--- config.mk ---
export PLATFORM = sky130hd
export DESIGN_NAME = svm_supply_monitor
export DESIGN_NICKNAME = d
export VERILOG_FILES = /design/src/design/svm_pkg.sv /design/src/design/svm_mon_if.sv /design/src/design/svm_supply_monitor.sv /design/src/design/svm_mon_unit.sv
export SDC_FILE = /design/constraint.sdc
export NUM_CORES = 1
export LEC_CHECK = 0
export ABC_AREA = 0
export BUFFER_PORTS_ARGS = -buffer_cell sky130_fd_sc_hd__buf_2
export CAP_MARGIN = 25
export CORE_MARGIN = 4
export CORE_UTILIZATION = 45
export DETAILED_ROUTE_END_ITERATION = 7
export GPL_TIMING_DRIVEN = 0
export PLACE_DENSITY = 0.69
export RECOVER_POWER = 100
export SETUP_SLACK_MARGIN = 0.1
export SKIP_LAST_GASP = 1
export SYNTH_ARGS = -nofsm -noshare
export SYNTH_HDL_FRONTEND = slang
export SYNTH_SLANG_ARGS = --single-unit
--- constraint.sdc ---
create_clock -name i_clk -period 4.4 [get_ports i_clk]
set_input_delay 0.66 -clock i_clk [delete_from_list [all_inputs] [get_ports i_clk]]
set_output_delay 0.66 -clock i_clk [all_outputs]
set_load 0.05 [all_outputs]
--- src/design/svm_pkg.sv ---
/*
 svm_pkg: constants and types for the supply voltage monitor logic.
 Assumes a 40 MHz system clock; register indices are word indices on AXI4-Lite.
*/
package svm_pkg;
    localparam int CLK_PERIOD_NS = 25;
    // release delay after the supply recovers in reset mode
    localparam int RST_HOLD_NS   = 2000;
    localparam int RST_HOLD_CYC  = (RST_HOLD_NS + CLK_PERIOD_NS - 1) / CLK_PERIOD_NS;
    localparam int HOLD_W        = $clog2(RST_HOLD_CYC + 1);
    localparam int FILT_SAMPLES  = 4;

    localparam logic [7:0] IDX_LEVEL  = 8'h31;
    localparam logic [7:0] IDX_ENABLE = 8'h32;
    localparam logic [7:0] IDX_MON1   = 8'h36;
    localparam logic [7:0] IDX_MON2   = 8'h37;

    localparam logic [7:0] RST_LEVEL  = 8'h08;
    localparam logic [7:0] RST_ENABLE = 8'h20;
    localparam logic [7:0] RST_MON    = 8'h00;

    localparam int B_DET2_LVL = 3;
    localparam int B_LOW_PWR  = 0;
    localparam int B_DET1_EN  = 6;
    localparam int B_GEN_EN   = 0;
    localparam int B_FILT_DIS = 1;
    localparam int B_XFLAG    = 2;
    localparam int B_WFLAG    = 3;
    localparam int B_DIV_LO   = 4;
    localparam int B_MODE     = 6;
    localparam int B_COND     = 7;

    localparam logic [7:0] MASK_LEVEL_RW = 8'hF7;
    localparam logic [7:0] MASK_MON_CTL  = 8'hF3;

    localparam logic [1:0] RESP_OKAY   = 2'h0;
    localparam logic [1:0] RESP_SLVERR = 2'h2;

    typedef struct packed {
        logic       en;
        logic       gen_en;
        logic       filt_dis;
        logic [1:0] div;
        logic       mode;
        logic       cond;
    } svm_cfg_t;
endpackage

--- src/design/svm_mon_if.sv ---
/*
 svm_mon_if: configuration and status between the register file and one monitor unit.
 Assumes both ends run on the same system clock.
*/
`timescale 1ns/1ps
interface svm_mon_if;
    import svm_pkg::*;
    svm_cfg_t cfg;
    logic     tick;
    logic     level;
    logic     evt;
    logic     rst_act;
    modport ctrl (output cfg, output tick, input level, input evt, input rst_act);
    modport unit (input cfg, input tick, output level, output evt, output rst_act);
endinterface

--- src/design/svm_supply_monitor.sv ---
/*
 svm_supply_monitor: register file and control for two supply voltage detectors,
 AXI4-Lite slave. Assumes comparator outputs and the slow oscillator are asynchronous
 pins; i_sys_rst is power-on/hardware reset, i_warm_rst the other chip resets.
*/
// Added by the designer: the AXI4-Lite slave port.
`timescale 1ns/1ps
module svm_supply_monitor
    import svm_pkg::*;
(
    input  wire logic        i_clk,
    input  wire logic        i_sys_rst,
    input  wire logic        i_warm_rst,
    input  wire logic        i_cmp_det1,
    input  wire logic        i_cmp_det2,
    input  wire logic        i_slow_osc,
    input  wire logic        i_wdt_detect,
    input  wire logic        i_wp_unlock,
    input  wire logic [11:0] i_awaddr,
    input  wire logic        i_awvalid,
    output logic             o_awready,
    input  wire logic [31:0] i_wdata,
    input  wire logic [3:0]  i_wstrb,
    input  wire logic        i_wvalid,
    output logic             o_wready,
    output logic [1:0]       o_bresp,
    output logic             o_bvalid,
    input  wire logic        i_bready,
    input  wire logic [11:0] i_araddr,
    input  wire logic        i_arvalid,
    output logic             o_arready,
    output logic [31:0]      o_rdata,
    output logic [1:0]       o_rresp,
    output logic             o_rvalid,
    input  wire logic        i_rready,
    output logic             o_irq_req,
    output logic             o_chip_reset_req,
    output logic [1:0]       o_det_enable,
    output logic             o_low_power
);
    typedef struct packed {
        logic       awrdy;
        logic       aw_ok;
        logic [9:0] awa;
        logic       wrdy;
        logic       w_ok;
        logic [7:0] wd;
        logic       wst;
        logic       bvalid;
        logic [1:0] bresp;
        logic       arrdy;
        logic       rvalid;
        logic [7:0] rdata;
        logic [1:0] rresp;
        logic [7:0] lvl_rsv;
        logic [7:0] ena;
        logic [7:0] m1;
        logic [7:0] m2;
        logic [1:0] xflag;
        logic       wflag;
        logic [2:0] osc;
        logic       irq;
        logic       chip_rst;
    } svm_top_t;

    svm_top_t   st_r;
    svm_top_t   st_nxt;
    svm_cfg_t   cfg_w [2];
    logic [1:0] cmp_w;
    logic [1:0] lvl_w;
    logic [1:0] evt_w;
    logic [1:0] rst_w;
    logic [1:0] xclr;
    logic       wclr;
    logic       hit;
    logic       tick;
    logic [7:0] rd;

    assign cmp_w = {i_cmp_det2, i_cmp_det1};
    assign tick  = st_r.osc[1] & ~st_r.osc[2];

    // generation gated by circuit enable inside unit
    assign cfg_w[0] = '{en: st_r.ena[B_DET1_EN], gen_en: st_r.m1[B_GEN_EN],
                        filt_dis: st_r.m1[B_FILT_DIS], div: st_r.m1[B_DIV_LO +: 2],
                        mode: st_r.m1[B_MODE], cond: st_r.m1[B_COND]};
    assign cfg_w[1] = '{en: st_r.ena[B_DET1_EN + 1], gen_en: st_r.m2[B_GEN_EN],
                        filt_dis: st_r.m2[B_FILT_DIS], div: st_r.m2[B_DIV_LO +: 2],
                        mode: st_r.m2[B_MODE], cond: st_r.m2[B_COND]};

    svm_mon_if mon_if [2] ();

    genvar g;
    generate
        for (g = 0; g < 2; g++)
        begin : g_mon
            assign mon_if[g].cfg  = cfg_w[g];
            assign mon_if[g].tick = tick;
            assign lvl_w[g] = mon_if[g].level;
            assign evt_w[g] = mon_if[g].evt;
            assign rst_w[g] = mon_if[g].rst_act;
            svm_mon_unit u_unit (
                .i_clk     (i_clk),
                .i_sys_rst (i_sys_rst),
                .i_cmp     (cmp_w[g]),
                .mon       (mon_if[g])
            );
        end
    endgenerate

    always_comb
    begin
        st_nxt = st_r;
        xclr = 2'h0;
        wclr = 1'b0;
        hit = 1'b0;
        rd = 8'h00;
        // slow oscillator sync plus edge history
        st_nxt.osc = {st_r.osc[1:0], i_slow_osc};

        if (i_awvalid && st_r.awrdy)
        begin
            st_nxt.aw_ok = 1'b1;
            st_nxt.awa = i_awaddr[11:2];
        end
        if (i_wvalid && st_r.wrdy)
        begin
            st_nxt.w_ok = 1'b1;
            st_nxt.wd = i_wdata[7:0];
            st_nxt.wst = i_wstrb[0];
        end
        if (st_r.bvalid && i_bready)
            st_nxt.bvalid = 1'b0;

        // no register write lands while a warm reset is held
        if (st_r.aw_ok && st_r.w_ok && !st_r.bvalid && !i_warm_rst)
        begin
            st_nxt.aw_ok = 1'b0;
            st_nxt.w_ok = 1'b0;
            st_nxt.bvalid = 1'b1;
            hit = 1'b1;
            if (st_r.awa == {2'h0, IDX_LEVEL})
            begin
                if (st_r.wst)
                    st_nxt.lvl_rsv = st_r.wd & MASK_LEVEL_RW;
            end
            else if (st_r.awa == {2'h0, IDX_ENABLE})
            begin
                if (st_r.wst && i_wp_unlock)
                    st_nxt.ena = st_r.wd;
            end
            else if (st_r.awa == {2'h0, IDX_MON1})
            begin
                if (st_r.wst)
                begin
                    st_nxt.m1 = st_r.wd & MASK_MON_CTL;
                    xclr[0] = ~st_r.wd[B_XFLAG];
                end
            end
            else if (st_r.awa == {2'h0, IDX_MON2})
            begin
                if (st_r.wst)
                begin
                    st_nxt.m2 = st_r.wd & MASK_MON_CTL;
                    xclr[1] = ~st_r.wd[B_XFLAG];
                    wclr = ~st_r.wd[B_WFLAG];
                end
            end
            else
                hit = 1'b0;
            st_nxt.bresp = hit ? RESP_OKAY : RESP_SLVERR;
        end

        // write 0 clears, 1 keeps; hardware set wins
        st_nxt.xflag = (st_r.xflag & ~xclr) | evt_w;
        st_nxt.wflag = (st_r.wflag & ~wclr) | i_wdt_detect;

        if (st_r.rvalid && i_rready)
            st_nxt.rvalid = 1'b0;
        if (i_arvalid && st_r.arrdy)
        begin
            st_nxt.rvalid = 1'b1;
            st_nxt.rresp = RESP_OKAY;
            unique case (i_araddr[11:2])
                {2'h0, IDX_LEVEL}:
                    rd = st_r.lvl_rsv | (8'(lvl_w[1]) << B_DET2_LVL);
                {2'h0, IDX_ENABLE}:
                    rd = st_r.ena;
                {2'h0, IDX_MON1}:
                    rd = st_r.m1 | (8'(lvl_w[0]) << B_WFLAG) | (8'(st_r.xflag[0]) << B_XFLAG);
                {2'h0, IDX_MON2}:
                    rd = st_r.m2 | (8'(st_r.wflag) << B_WFLAG) | (8'(st_r.xflag[1]) << B_XFLAG);
                default:
                    st_nxt.rresp = RESP_SLVERR;
            endcase
            st_nxt.rdata = rd;
        end

        st_nxt.awrdy = !st_nxt.aw_ok && !st_nxt.bvalid;
        st_nxt.wrdy = !st_nxt.w_ok && !st_nxt.bvalid;
        st_nxt.arrdy = !st_nxt.rvalid;

        // interrupt request only in interrupt mode
        st_nxt.irq = |(evt_w & {cfg_w[1].gen_en & ~cfg_w[1].mode, cfg_w[0].gen_en & ~cfg_w[0].mode});
        // chip reset sends the CPU back to its reset vector
        st_nxt.chip_rst = |rst_w;

        if (i_warm_rst)
        begin
            st_nxt.m1 = RST_MON;
            st_nxt.m2 = RST_MON;
            st_nxt.lvl_rsv = RST_LEVEL & MASK_LEVEL_RW;
            st_nxt.aw_ok = 1'b0;
            st_nxt.w_ok = 1'b0;
            st_nxt.bvalid = 1'b0;
            st_nxt.rvalid = 1'b0;
            st_nxt.awrdy = 1'b0;
            st_nxt.wrdy = 1'b0;
            st_nxt.arrdy = 1'b0;
        end
    end

    always_ff @(posedge i_clk)
    begin
        if (i_sys_rst)
            st_r <= '{ena: RST_ENABLE, m1: RST_MON, m2: RST_MON,
                      lvl_rsv: RST_LEVEL & MASK_LEVEL_RW, default: '0};
        else
            st_r <= st_nxt;
    end

    assign o_awready        = st_r.awrdy;
    assign o_wready         = st_r.wrdy;
    assign o_bvalid         = st_r.bvalid;
    assign o_bresp          = st_r.bresp;
    assign o_arready        = st_r.arrdy;
    assign o_rvalid         = st_r.rvalid;
    assign o_rresp          = st_r.rresp;
    assign o_rdata          = {24'h000000, st_r.rdata};
    assign o_irq_req        = st_r.irq;
    assign o_chip_reset_req = st_r.chip_rst;
    assign o_det_enable     = st_r.ena[B_DET1_EN +: 2];
    assign o_low_power      = st_r.ena[B_LOW_PWR];

    a_flag_set_wins: assert property (@(posedge i_clk) disable iff (i_sys_rst)
        evt_w[1] |=> st_r.xflag[1]) else $error("crossing flag lost on clear");
    a_flag_warm_keep: assert property (@(posedge i_clk) disable iff (i_sys_rst)
        (i_warm_rst && !i_wdt_detect && evt_w == 2'h0) |=> $stable(st_r.xflag) && $stable(st_r.wflag))
        else $error("flags changed by warm reset");
    a_enable_warm_keep: assert property (@(posedge i_clk) disable iff (i_sys_rst)
        i_warm_rst |=> $stable(st_r.ena)) else $error("enable register changed by warm reset");
    a_irq_mode_gate: assert property (@(posedge i_clk) disable iff (i_sys_rst)
        (evt_w != 2'h0 && (evt_w & ~{cfg_w[1].mode, cfg_w[0].mode}) == 2'h0) |=> !o_irq_req)
        else $error("interrupt in reset mode");
    a_reset_follows: assert property (@(posedge i_clk) disable iff (i_sys_rst)
        (|rst_w) |=> o_chip_reset_req) else $error("chip reset not requested");
    a_write_response: assert property (@(posedge i_clk) disable iff (i_sys_rst || i_warm_rst)
        (i_awvalid && o_awready && i_wvalid && o_wready) |-> ##2 o_bvalid) else $error("write answer late");
endmodule

--- src/design/svm_mon_unit.sv ---
/*
 svm_mon_unit: one detector's synchroniser, sample divider, digital filter,
 crossing detector and reset-hold timer. Assumes tick is a one-cycle pulse per
 slow oscillator period, already synchronised.
*/
`timescale 1ns/1ps
module svm_mon_unit
    import svm_pkg::*;
(
    input  wire logic i_clk,
    input  wire logic i_sys_rst,
    input  wire logic i_cmp,
    svm_mon_if.unit   mon
);
    typedef struct packed {
        logic              s1;
        logic              s2;
        logic [2:0]        dcnt;
        logic [1:0]        fcnt;
        logic              flt;
        logic              lvl;
        logic              evt;
        logic              rst;
        logic [HOLD_W-1:0] hold;
    } svm_unit_t;

    svm_unit_t  st_r;
    svm_unit_t  st_nxt;
    logic       sample;
    logic       lvl;
    logic [2:0] div_max;

    always_comb
    begin
        st_nxt = st_r;
        st_nxt.evt = 1'b0;
        st_nxt.s1 = i_cmp;
        st_nxt.s2 = st_r.s1;
        sample = 1'b0;
        div_max = (3'h1 << mon.cfg.div) - 3'h1;
        if (mon.tick)
        begin
            if (st_r.dcnt >= div_max)
            begin
                st_nxt.dcnt = 3'h0;
                sample = 1'b1;
            end
            else
                st_nxt.dcnt = st_r.dcnt + 3'h1;
        end
        // new level needs four agreeing samples
        if (sample)
        begin
            if (st_r.s2 == st_r.flt)
                st_nxt.fcnt = 2'h0;
            else if (st_r.fcnt == 2'(FILT_SAMPLES - 1))
            begin
                st_nxt.flt = st_r.s2;
                st_nxt.fcnt = 2'h0;
            end
            else
                st_nxt.fcnt = st_r.fcnt + 2'h1;
        end
        lvl = mon.cfg.filt_dis ? st_r.s2 : st_r.flt;
        st_nxt.lvl = mon.cfg.en ? lvl : 1'b1;
        if (mon.cfg.en)
        begin
            // filtered: both ways; condition only when bypassed
            if (!mon.cfg.filt_dis)
                st_nxt.evt = st_nxt.lvl ^ st_r.lvl;
            // rising when 0, falling when 1
            else if (mon.cfg.cond)
                st_nxt.evt = st_r.lvl & ~st_nxt.lvl;
            else
                st_nxt.evt = ~st_r.lvl & st_nxt.lvl;
        end
        else
        begin
            st_nxt.flt = 1'b1;
            st_nxt.fcnt = 2'h0;
            st_nxt.dcnt = 3'h0;
        end
        // hold while low, release after delay
        // warm reset clears the mode bits: a running hold must still last while low
        if (mon.cfg.en && !st_nxt.lvl && (st_r.rst || (mon.cfg.gen_en && mon.cfg.mode)))
        begin
            st_nxt.rst = 1'b1;
            st_nxt.hold = HOLD_W'(RST_HOLD_CYC);
        end
        else if (st_r.rst)
        begin
            if (st_r.hold <= HOLD_W'(1))
                st_nxt.rst = 1'b0;
            st_nxt.hold = st_r.hold - HOLD_W'(1);
        end
    end

    always_ff @(posedge i_clk)
    begin
        if (i_sys_rst)
            st_r <= '{s1: 1'b1, s2: 1'b1, flt: 1'b1, lvl: 1'b1, default: '0};
        else
            st_r <= st_nxt;
    end

    assign mon.level   = st_r.lvl;
    assign mon.evt     = st_r.evt;
    assign mon.rst_act = st_r.rst;

    a_disabled_level: assert property (@(posedge i_clk) disable iff (i_sys_rst)
        !mon.cfg.en |=> mon.level) else $error("disabled detector level not 1");
    a_reset_release: assert property (@(posedge i_clk) disable iff (i_sys_rst)
        $fell(mon.rst_act) |-> $past(mon.level, 1) && $past(mon.level, 2)) else $error("reset released while low");
    a_filter_edges: assert property (@(posedge i_clk) disable iff (i_sys_rst)
        (mon.cfg.en && !mon.cfg.filt_dis && $changed(mon.level) && $stable(mon.cfg)) |-> mon.evt)
        else $error("filtered crossing missed");
endmodule

== After elaboration in Yosys (flattened, before gate mapping) ==
Index checks and enable logic that the tools add are counted.
Operators by class
  $add $sub $neg: 8
  multipliers: 0
  div/mod/pow operators: 0
  order comparisons: 4
  equality and inequality tests: 12
  shift-type cells: 2
  muxes and demuxes: 53
  bitwise operators: 37
  reduce and logical (&&, ||, !) cells: 43
Operator list (count)
  $eq 10x6->1 const B: 8
  $mux 1: 33
  $mux 8: 4
  $pmux 8 s4: 1
  $or 8x4->8: 3
  $mux 11: 2
  $mux 2: 9
  $logic_and 1x1->1: 17
  $not 1->1: 17
  $or 8x3->8: 2
  $le 7x1->1 const B: 2
  $reduce_or 2->1: 7
  $sub 7x1->7 const B: 2
  $mux 10: 1
  $mux 3: 3
  $reduce_and 3->1: 3
  $and 1x1->1: 8
  $logic_not 1->1: 8
  $add 3x1->3 const B: 2
  $ge 3x3->1: 2
  $reduce_and 6->1: 1
  $shl 1x2->3 const A: 2
  $sub 3x1->3 const B: 2
  $reduce_and 5->1: 1
  other kinds (12): 19
Word-level totals
  bits in registers: 109
  latch bits: 0
  bits in writable memories: 0
  bits in read-only memories: 0
  input bits: 73
  output and inout bits: 46
  memories: 0

== Logic depth before layout (Yosys ltp) ==
Gate-level depths: netlist of run 1.
  depth after elaboration: 10
  mapped depth: 7

== By module ==
A second synthesis of run 1 with hierarchy kept.
Unflattened totals
  cells, all modules: 557
  area, all modules: 4978.5 µm²
By module, submodules not included
  svm_supply_monitor: instances 1, cells an instance 353, area an instance 3129.3 µm², seq. area each 1421.4 µm²
  svm_mon_unit: instances 2, cells an instance 102, area an instance 924.6 µm², seq. area each 360.3 µm²

== Worst setup path before layout of run 1 ==
OpenSTA, ideal clock, no wires.
  path type: reg2reg
  start point: reg st_r (netlist bit cfg_w[2])
  end point: reg g_mon[1].u_unit.st_r[12] (netlist name)
  data arrival time: 1768 ps
  required time: 4330 ps
  path slack: 2562 ps
  stages on the path, launching flop included: 7
  path through: dfxtp_1 > or2_2 > ha_1 > nor2b_1 > o21a_1 > or4b_1 > a21oi_1
On the way
  word-level cells in the longest chain between the ends: 5
Ends and longest elaborated chain
  from (decl): line svm_supply_monitor.sv:66  | svm_top_t st_r;
  from (signal assigned): line svm_supply_monitor.sv:225  | st_r <= '{ena: RST_ENABLE, m1: RST_MON, m2: RST_MON,
  from (signal assigned): line svm_supply_monitor.sv:228  | st_r <= st_nxt;
  $shl 1x2->3: line svm_mon_unit.sv:40  | div_max = (3'h1 << mon.cfg.div) - 3'h1;
  $sub 3x1->3: line svm_mon_unit.sv:40
  $ge 3x3->1: line svm_mon_unit.sv:43  | if (st_r.dcnt >= div_max)
  $mux 1: line svm_mon_unit.sv:43
  $mux 1: line svm_mon_unit.sv:41  | if (mon.tick)
  to (signal assigned): line svm_mon_unit.sv:103  | st_r <= st_nxt;
  to (decl): line svm_mon_unit.sv:27  | svm_unit_t st_r;
No other way between the ends.
A chain may end at the register's enable or synchronous reset.

== Worst setup path in the final report of run 1 ==
  start point: in i_warm_rst
  end point: reg st_r[38] (netlist name)
On the way
  word-level cells in the longest chain between the ends: 3
  elaborated cells on any way between the ends: 4
Ends and longest elaborated chain
  from (decl): line svm_supply_monitor.sv:13  | input wire logic i_warm_rst,
  $logic_not 1->1: line svm_supply_monitor.sv:135  | if (st_r.aw_ok && st_r.w_ok && !st_r.bvalid && !i_warm_rst)
  $logic_and 1x1->1: line svm_supply_monitor.sv:135
  $reduce_and 3->1 (no line)
Several ways; a longest one is shown, not always the timed one.

==> metrics.md, run 1 <==
| Metric | Value |
|---|---|
| Final worst path period share | 47.6% |
| Setup crit start kind | input pin |
| Die Y | 113 µm |
| Outcome | finished, final reports clean |
| # IOs | 119 |
| CTS Hold Bufs | 0 |
| Crit Reg-Reg Endpoint | st_r[38]$_SDFFE_PP0P_ |
| Placer congestion estimate | 0.839 |
| Worst VDD drop | 0.000161 V |
| Max Cap Viol | 0 |
| DRC Markers | 0 |
| RSZ-0062 raised after global routing | false |
| Total Wirelength | 11,300 µm |
| Pwr Density | 319 nW/µm² |
| Pre-antenna DRT Iters | 5 |
| R2R cell count | 5 |
| R2R Path Start | st_r[76]$_SDFF_PP0_ |
| Area grow syn2layout | 14.5% |
| Clk_lat worst skew | 0.37 ns |
| Clock Skew | 0.00872 ns |
| Postcts setup bufs | 0 |
| Die Area | 12,900 µm² |
| Worst-Margin Slew | 1.11 ns |
| Setup ws final | 2.31 ns |
| Yosys reg bits | 107 |
| P_leak | 0.00239 µW |
| Hpwl dp | 8570 µm |
| TNS Setup | 0 ns |
| Initial Util | 46.1% |
| Final ANT Viol Nets | 0 |
| EDFF count, synth | 0 |
| Nets | 755 |
| Hold Crit Class | reg -> reg |
| CTS H-tree lvls | 3 |
| Relative slew slack | 25.6% |
| Synth cell types | 49 |
| Initial antenna violation count | 0 |
| Total Power | 1820 µW |
| Post-synth ARST share | 0% |
| Clock tree buffer depth | 2 |
| 1st-iter DRT viols | 199 |
| Most frequent cells in the layout | 107 x dfxtp_1, 67 x nand2_1, 54 x nor2_1, 47 x a21oi_1, 42 x clkbuf_1 |
| CTS root buffer | clkbuf_8 |
| Final hold violations | 0 |
| Min Tclk post-route | 2.09 ns |
| Post-synthesis sequential area ratio | 42.8% |
| PortBufs | 60 |
| Kind of critical path | in -> reg |
| Worst Setup EP | st_r[38]$_SDFFE_PP0P_ |
| Synth Warn # | 0 |
| Vias per inst | 5.02 |
| Grt total ovfl | 0 |
| Commonest non-fill, non-tap cell in the layout | dfxtp_1 |
| Top FF cell, synth | dfxtp_1 |
| Dpl ws | 1.85 ns |
| Syn Inst Count | 568 |
| Critical path arrival | 2.33 ns |
| Critical Path Start | i_warm_rst |
| Maximum number of pins on one net before global-route repair | 17 |
| # diodes | 0 |
| Reg2reg setup slack | 2.32 ns |
| Share of cells above drive strength 1 | 16.7% |
| Syn Area/Cell | 8.80 µm² |
| Critical path fanouts, max | 8 |
| Final-report max-slew violation count | 0 |
| Routed WL per cell | 14.0 µm |
| Num CTS Buffers | 9 |
| Std-Cell Rows | 38 |
| First-pass GRT wire length | 18,500 µm |
| CTS Sinks | 107 |
| Reg clk slew, reported paths | 0.09 ns |
| GRT Util Overall | 17.8% |
| Total number of vias | 4,061 |
| Post-CTS sizing | 0 |
| Die span in x | 113 µm |
| TritonCTS clock tree | built |
| Cell area after synthesis | 5000 µm² |
| CP Data Required Time | 4.64 ns |
| Core ar. | 10,800 µm² |
| Max frequency | 478 MHz |
| CP Capture Type | register |
| Final setup viols | 0 |
| Number of global-route vias before repair | 3,867 |
==> per-stage QoR <==
| stage | area, µm² | instances | hold slack [ns] | util, % |
|---|---|---|---|---|
| after floorplan | 5090 | 593 | 0.389 | - |
| after CTS | 5800 | 809 | 0.415 | 53.5 |
| after detailed placement | 5570 | 793 | 0.393 | 51.4 |
| final | 5730 | 809 | 0.413 | 52.8 |
| after global routing | 5730 | 809 | 0.437 | 52.8 |
| after global placement | 5570 | 793 | 0.395 | 51.4 |
==> sequential cells by signal, summed over array words and instances, names as in the netlist <==
register                  cells
st_r                         37
o_bvalid                      1
o_chip_reset_req              1
o_rvalid                      1
o_awready                     1
o_wready                      1
o_det_enable                  2
st_nxt                        2
g_mon.u_unit.st_r            28
cfg_w                        12
g_mon.u_unit.mon.evt          2
o_bresp                       1
g_mon.u_unit.mon.level        2
o_arready                     1
o_rresp                       1
g_mon.u_unit.st_nxt           2
o_low_power                   1
g_mon.u_unit.mon.rst_act      2
o_irq_req                     1
o_rdata                       8
==> final cells by class <==
cell class / count / area [µm²]
clock buffers: 11 / 151
fillers: 1049 / 5110
plain buffers: 64 / 390
clock inverters: 5 / 75.1
multi-input cells: 408 / 2470
well taps: 140 / 175
inverters: 14 / 52.6
flip-flops and latches: 107 / 2140
repair buffers: 60 / 274
==> Yosys cell counts, types with 8 or more instances <==
library cell / n / share of area [%]
xnor2_1: 9 / 1.6
a21oi_1: 47 / 4.7
nand2_1: 67 / 5.0
mux2i_1: 31 / 6.2
nand4_1: 9 / 1.1
nor3_1: 15 / 1.5
clkbuf_1: 19 / 1.4
nand3_1: 17 / 1.7
nand2b_1: 12 / 1.5
inv_1: 14 / 1.1
dfxtp_1: 107 / 43
o21ai_0: 17 / 1.7
buf_4: 39 / 5.9
or2_2: 8 / 1.0
ha_1: 18 / 4.5
nor2_1: 54 / 4.1
o211ai_1: 8 / 1.2
a22o_1: 8 / 1.4
==> worst max-delay path, stage by stage <==
cell and delay, ns:
clkbuf_1 0.09, and4bb_2 0.29, clkbuf_1 0.27, nand4_1 0.59
mux2i_1 0.37, nor2_1 0.06
==> layer usage <==
layer  wire length, µm  global-route usage, %  vias to the layer above
li1                  -                      -                     2074
met1              5200                   23.6                     1863
met2              5360                   29.5                      112
met3               622                   3.82                       12
met4               135                   4.97                        0
met5                 0                      0                        -
==> logic make-up after synthesis <==
group / synth area share (%)
simple gates: 23.0
compound gates: 11.3
fa+ha+maj: 4.50
mux: 6.66
buf+inv: 9.03
other cells: 0.0750
xor+xnor: 2.63
flops: 42.8
==> how the worst min path moves through the flow <==
stage	start	end	depth (start not counted)
after global routing	g_mon[1].u_unit.st_nxt[16]$_SDFF_PP1_	g_mon[1].u_unit.st_r[16]$_SDFF_PP1_	1
after global placement	g_mon[1].u_unit.st_nxt[16]$_SDFF_PP1_	g_mon[1].u_unit.st_r[16]$_SDFF_PP1_	1
after detailed placement	g_mon[1].u_unit.st_nxt[16]$_SDFF_PP1_	g_mon[1].u_unit.st_r[16]$_SDFF_PP1_	1
after CTS	g_mon[1].u_unit.st_nxt[16]$_SDFF_PP1_	g_mon[1].u_unit.st_r[16]$_SDFF_PP1_	1
final	g_mon[1].u_unit.st_nxt[16]$_SDFF_PP1_	g_mon[1].u_unit.st_r[16]$_SDFF_PP1_	1
after floorplan	g_mon[0].u_unit.st_nxt[16]$_SDFF_PP1_	g_mon[0].u_unit.st_r[16]$_SDFF_PP1_	1
==> power by group <==
part	internal [µW]	switching, µW	total [µW]	leakage [µW]
Sequential	979	10.4	990	0.000866
Clock	349	320	669	0.000119
Combinational	51.4	114	165	0.00141
Total	1380	445	1820	0.00239
No activity file was read; power rests on OpenSTA's default activity.
==> run 2: changes to the inputs <==
clock period = 2.2 ns   (was 4.4 ns; I/O delays follow)
==> run 2 against run 1 <==
  * Critical path type is now reg -> reg
  * Worst setup slack lost 2.1 ns
  * Die area stayed put
  * Critical endpoint is now g_mon[1].u_unit.st_r[12]$_SDFFE_PP0P_
  * Largest cell class unchanged
  * Combinational power up 100%
  * Sequential share of layout area shrank 0.12 points
  * Power is 100% higher
  * Final area is 0.33% higher
  * Register-to-register slack lost 2.1 ns
  * Non-clock buffer count unchanged
  * Critical path depth unchanged
  * Sequential power increased by 100%
  * Via count grew 0.27%
  * Clock-buffer cell count did not move
==> metrics.md, run 2 (synthesis results as in run 1) <==
| Metric | Value |
|---|---|
| Pre-antenna DRT Iters | 4 (was 5) |
| Number of global-route vias before repair | 3,867 (unchanged) |
| Nets | 755 (unchanged) |
| Initial Util | 46.1% (unchanged) |
| Reg clk slew, reported paths | 0.10 ns (was 0.09 ns) |
| Die Area | 12,900 µm² (unchanged) |
| Die Y | 113 µm (unchanged) |
| CTS H-tree lvls | 3 (unchanged) |
| Outcome | finished, final reports clean (unchanged) |
| Die span in x | 113 µm (unchanged) |
| CTS Hold Bufs | 0 (unchanged) |
| Commonest non-fill, non-tap cell in the layout | dfxtp_1 (unchanged) |
| Core ar. | 10,800 µm² (unchanged) |
| PortBufs | 60 (unchanged) |
| Std-Cell Rows | 38 (unchanged) |
| Placer congestion estimate | 0.839 (unchanged) |
| # diodes | 0 (unchanged) |
| # IOs | 119 (unchanged) |
| Final ANT Viol Nets | 0 (unchanged) |
| TNS Setup | 0 ns (unchanged) |
| Critical path fanouts, max | 7 (was 8) |
| Worst VDD drop | 0.000325 V (was 0.000161 V) |
| Final worst path period share | 91.2% |
| Total number of vias | 4,072 (was 4,061) |
| P_leak | 0.00242 µW (was 0.00239 µW) |
| Area grow syn2layout | 14.9% (was 14.5%) |
| Initial antenna violation count | 0 (unchanged) |
| Pwr Density | 636 nW/µm² (was 319 nW/µm²) |
| TritonCTS clock tree | built (unchanged) |
| Most frequent cells in the layout | 107 x dfxtp_1, 67 x nand2_1, 54 x nor2_1, 47 x a21oi_1, 42 x clkbuf_1 (unchanged) |
| Num CTS Buffers | 9 (unchanged) |
| Max Cap Viol | 0 (unchanged) |
| Critical path arrival | 2.30 ns (was 2.33 ns) |
| Hold Crit Class | in -> reg (was reg -> reg) |
| Vias per inst | 5.03 (was 5.02) |
| Clock tree buffer depth | 2 (unchanged) |
| Largest Register | st_r (unchanged) |
| CTS root buffer | clkbuf_8 (unchanged) |
| Final-report max-slew violation count | 0 (unchanged) |
| Maximum number of pins on one net before global-route repair | 17 (unchanged) |
| Clock Skew | 0.00985 ns (was 0.00872 ns) |
| 1st-iter DRT viols | 198 (was 199) |
| Placed Instances | 793 (unchanged) |
| Non-filler cells, final | 809 (unchanged) |
| GRT Util Overall | 17.8% (unchanged) |
| Postcts setup bufs | 0 (unchanged) |
| RSZ-0062 raised after global routing | false (unchanged) |
| Total Wirelength | 11,300 µm (about the same) |
| Setup crit start kind | register (was input pin) |
| Share of cells above drive strength 1 | 17.2% (was 16.7%) |
| Hpwl dp | 8570 µm (unchanged) |
| CP Capture Type | register (unchanged) |
| Kind of critical path | reg -> reg (was in -> reg) |
| Clk_lat worst skew | 0.37 ns (about the same) |
| Fillcell total | 1,044 (was 1,049) |
| DRC Markers | 0 (unchanged) |
| Max frequency | 499 MHz |
| CP Data Required Time | 2.50 ns (was 4.64 ns) |
| Worst-Margin Slew | 1.11 ns (about the same) |
| Final setup viols | 0 (unchanged) |
| Min Tclk post-route | 2.01 ns |
| Routed WL per cell | 14.0 µm (about the same) |
| Max reg flops | 37 (unchanged) |
| Post-CTS sizing | 0 (unchanged) |
| First-pass GRT wire length | 18,500 µm (unchanged) |
| Relative slew slack | 25.6% (about the same) |
| Final hold violations | 0 (unchanged) |
| Grt total ovfl | 0 (unchanged) |
| CTS Sinks | 107 (unchanged) |
[run 2: per-stage QoR]
| stage | area [µm²] | worst slack (ns) | utilization (%) | hold slack, ns | total power, µW |
|---|---|---|---|---|---|
| after floorplan | 5090 | 0.362 | - | 0.389 | 2270 |
| after global placement | 5570 | -0.000866 | 51.4 | 0.395 | 2350 |
| after detailed placement | 5570 | -0.0205 | 51.4 | 0.393 | 2360 |
| after CTS | 5800 | 0.185 | 53.5 | 0.122 | 3700 |
| after global routing | 5750 | 0.0668 | 53.0 | 0.128 | 3790 |
| final | 5750 | 0.194 | 53.0 | 0.137 | 3650 |
[run 2: power breakdown]
group          total [µW]  switching, µW  internal, µW  leakage [µW]
clock network        1340            645           698      0.000119
logic                 331            228           103       0.00143
registers            1980           21.0          1960      0.000866
total                3650            895          2760       0.00242
[run 2: final cells by class]
class	count	area (µm²)	area share, %
Tap cell	140	175	3.05
Buffer	64	390	6.79
Clock inverter	5	75.1	1.31
Sequential cell	107	2140	37.3
Multi-Input combinational cell	408	2480	43.2
Timing Repair Buffer	60	274	4.77
Clock buffer	11	151	2.64
Inverter	14	52.6	0.915
[run 2: worst paths after layout]
kind | start | to | slack, ns | cells past startpoint
setup / recovery | cfg_w[2]$_SDFFE_PP0P_ | g_mon[1].u_unit.st_r[12]$_SDFFE_PP0P_ | 0.19 | 6
setup reg to reg | cfg_w[2]$_SDFFE_PP0P_ | g_mon[1].u_unit.st_r[12]$_SDFFE_PP0P_ | 0.19 | 6
hold reg to reg | g_mon[1].u_unit.st_nxt[16]$_SDFF_PP1_ | g_mon[1].u_unit.st_r[16]$_SDFF_PP1_ | 0.41 | 1
hold / removal | i_cmp_det1 | g_mon[0].u_unit.st_nxt[16]$_SDFF_PP1_ | 0.14 | 2
[run 2: routing by layer]
layer  GRT usage [%]  routed length (µm)  up-vias
met1            23.6                5180     1873
met3            3.82                 655       15
li1                -                   -     2073
met5               0                   0        -
met2            29.5                5340      111
met4            4.97                 155        0
[run 2: critical path: stages, from the launching register on]
cell     delay (ns)
dfxtp_1        0.36
or2_2          0.31
ha_1           0.28
nor2b_1        0.05
o21a_1         0.26
or4b_1         0.54
a21oi_1        0.14
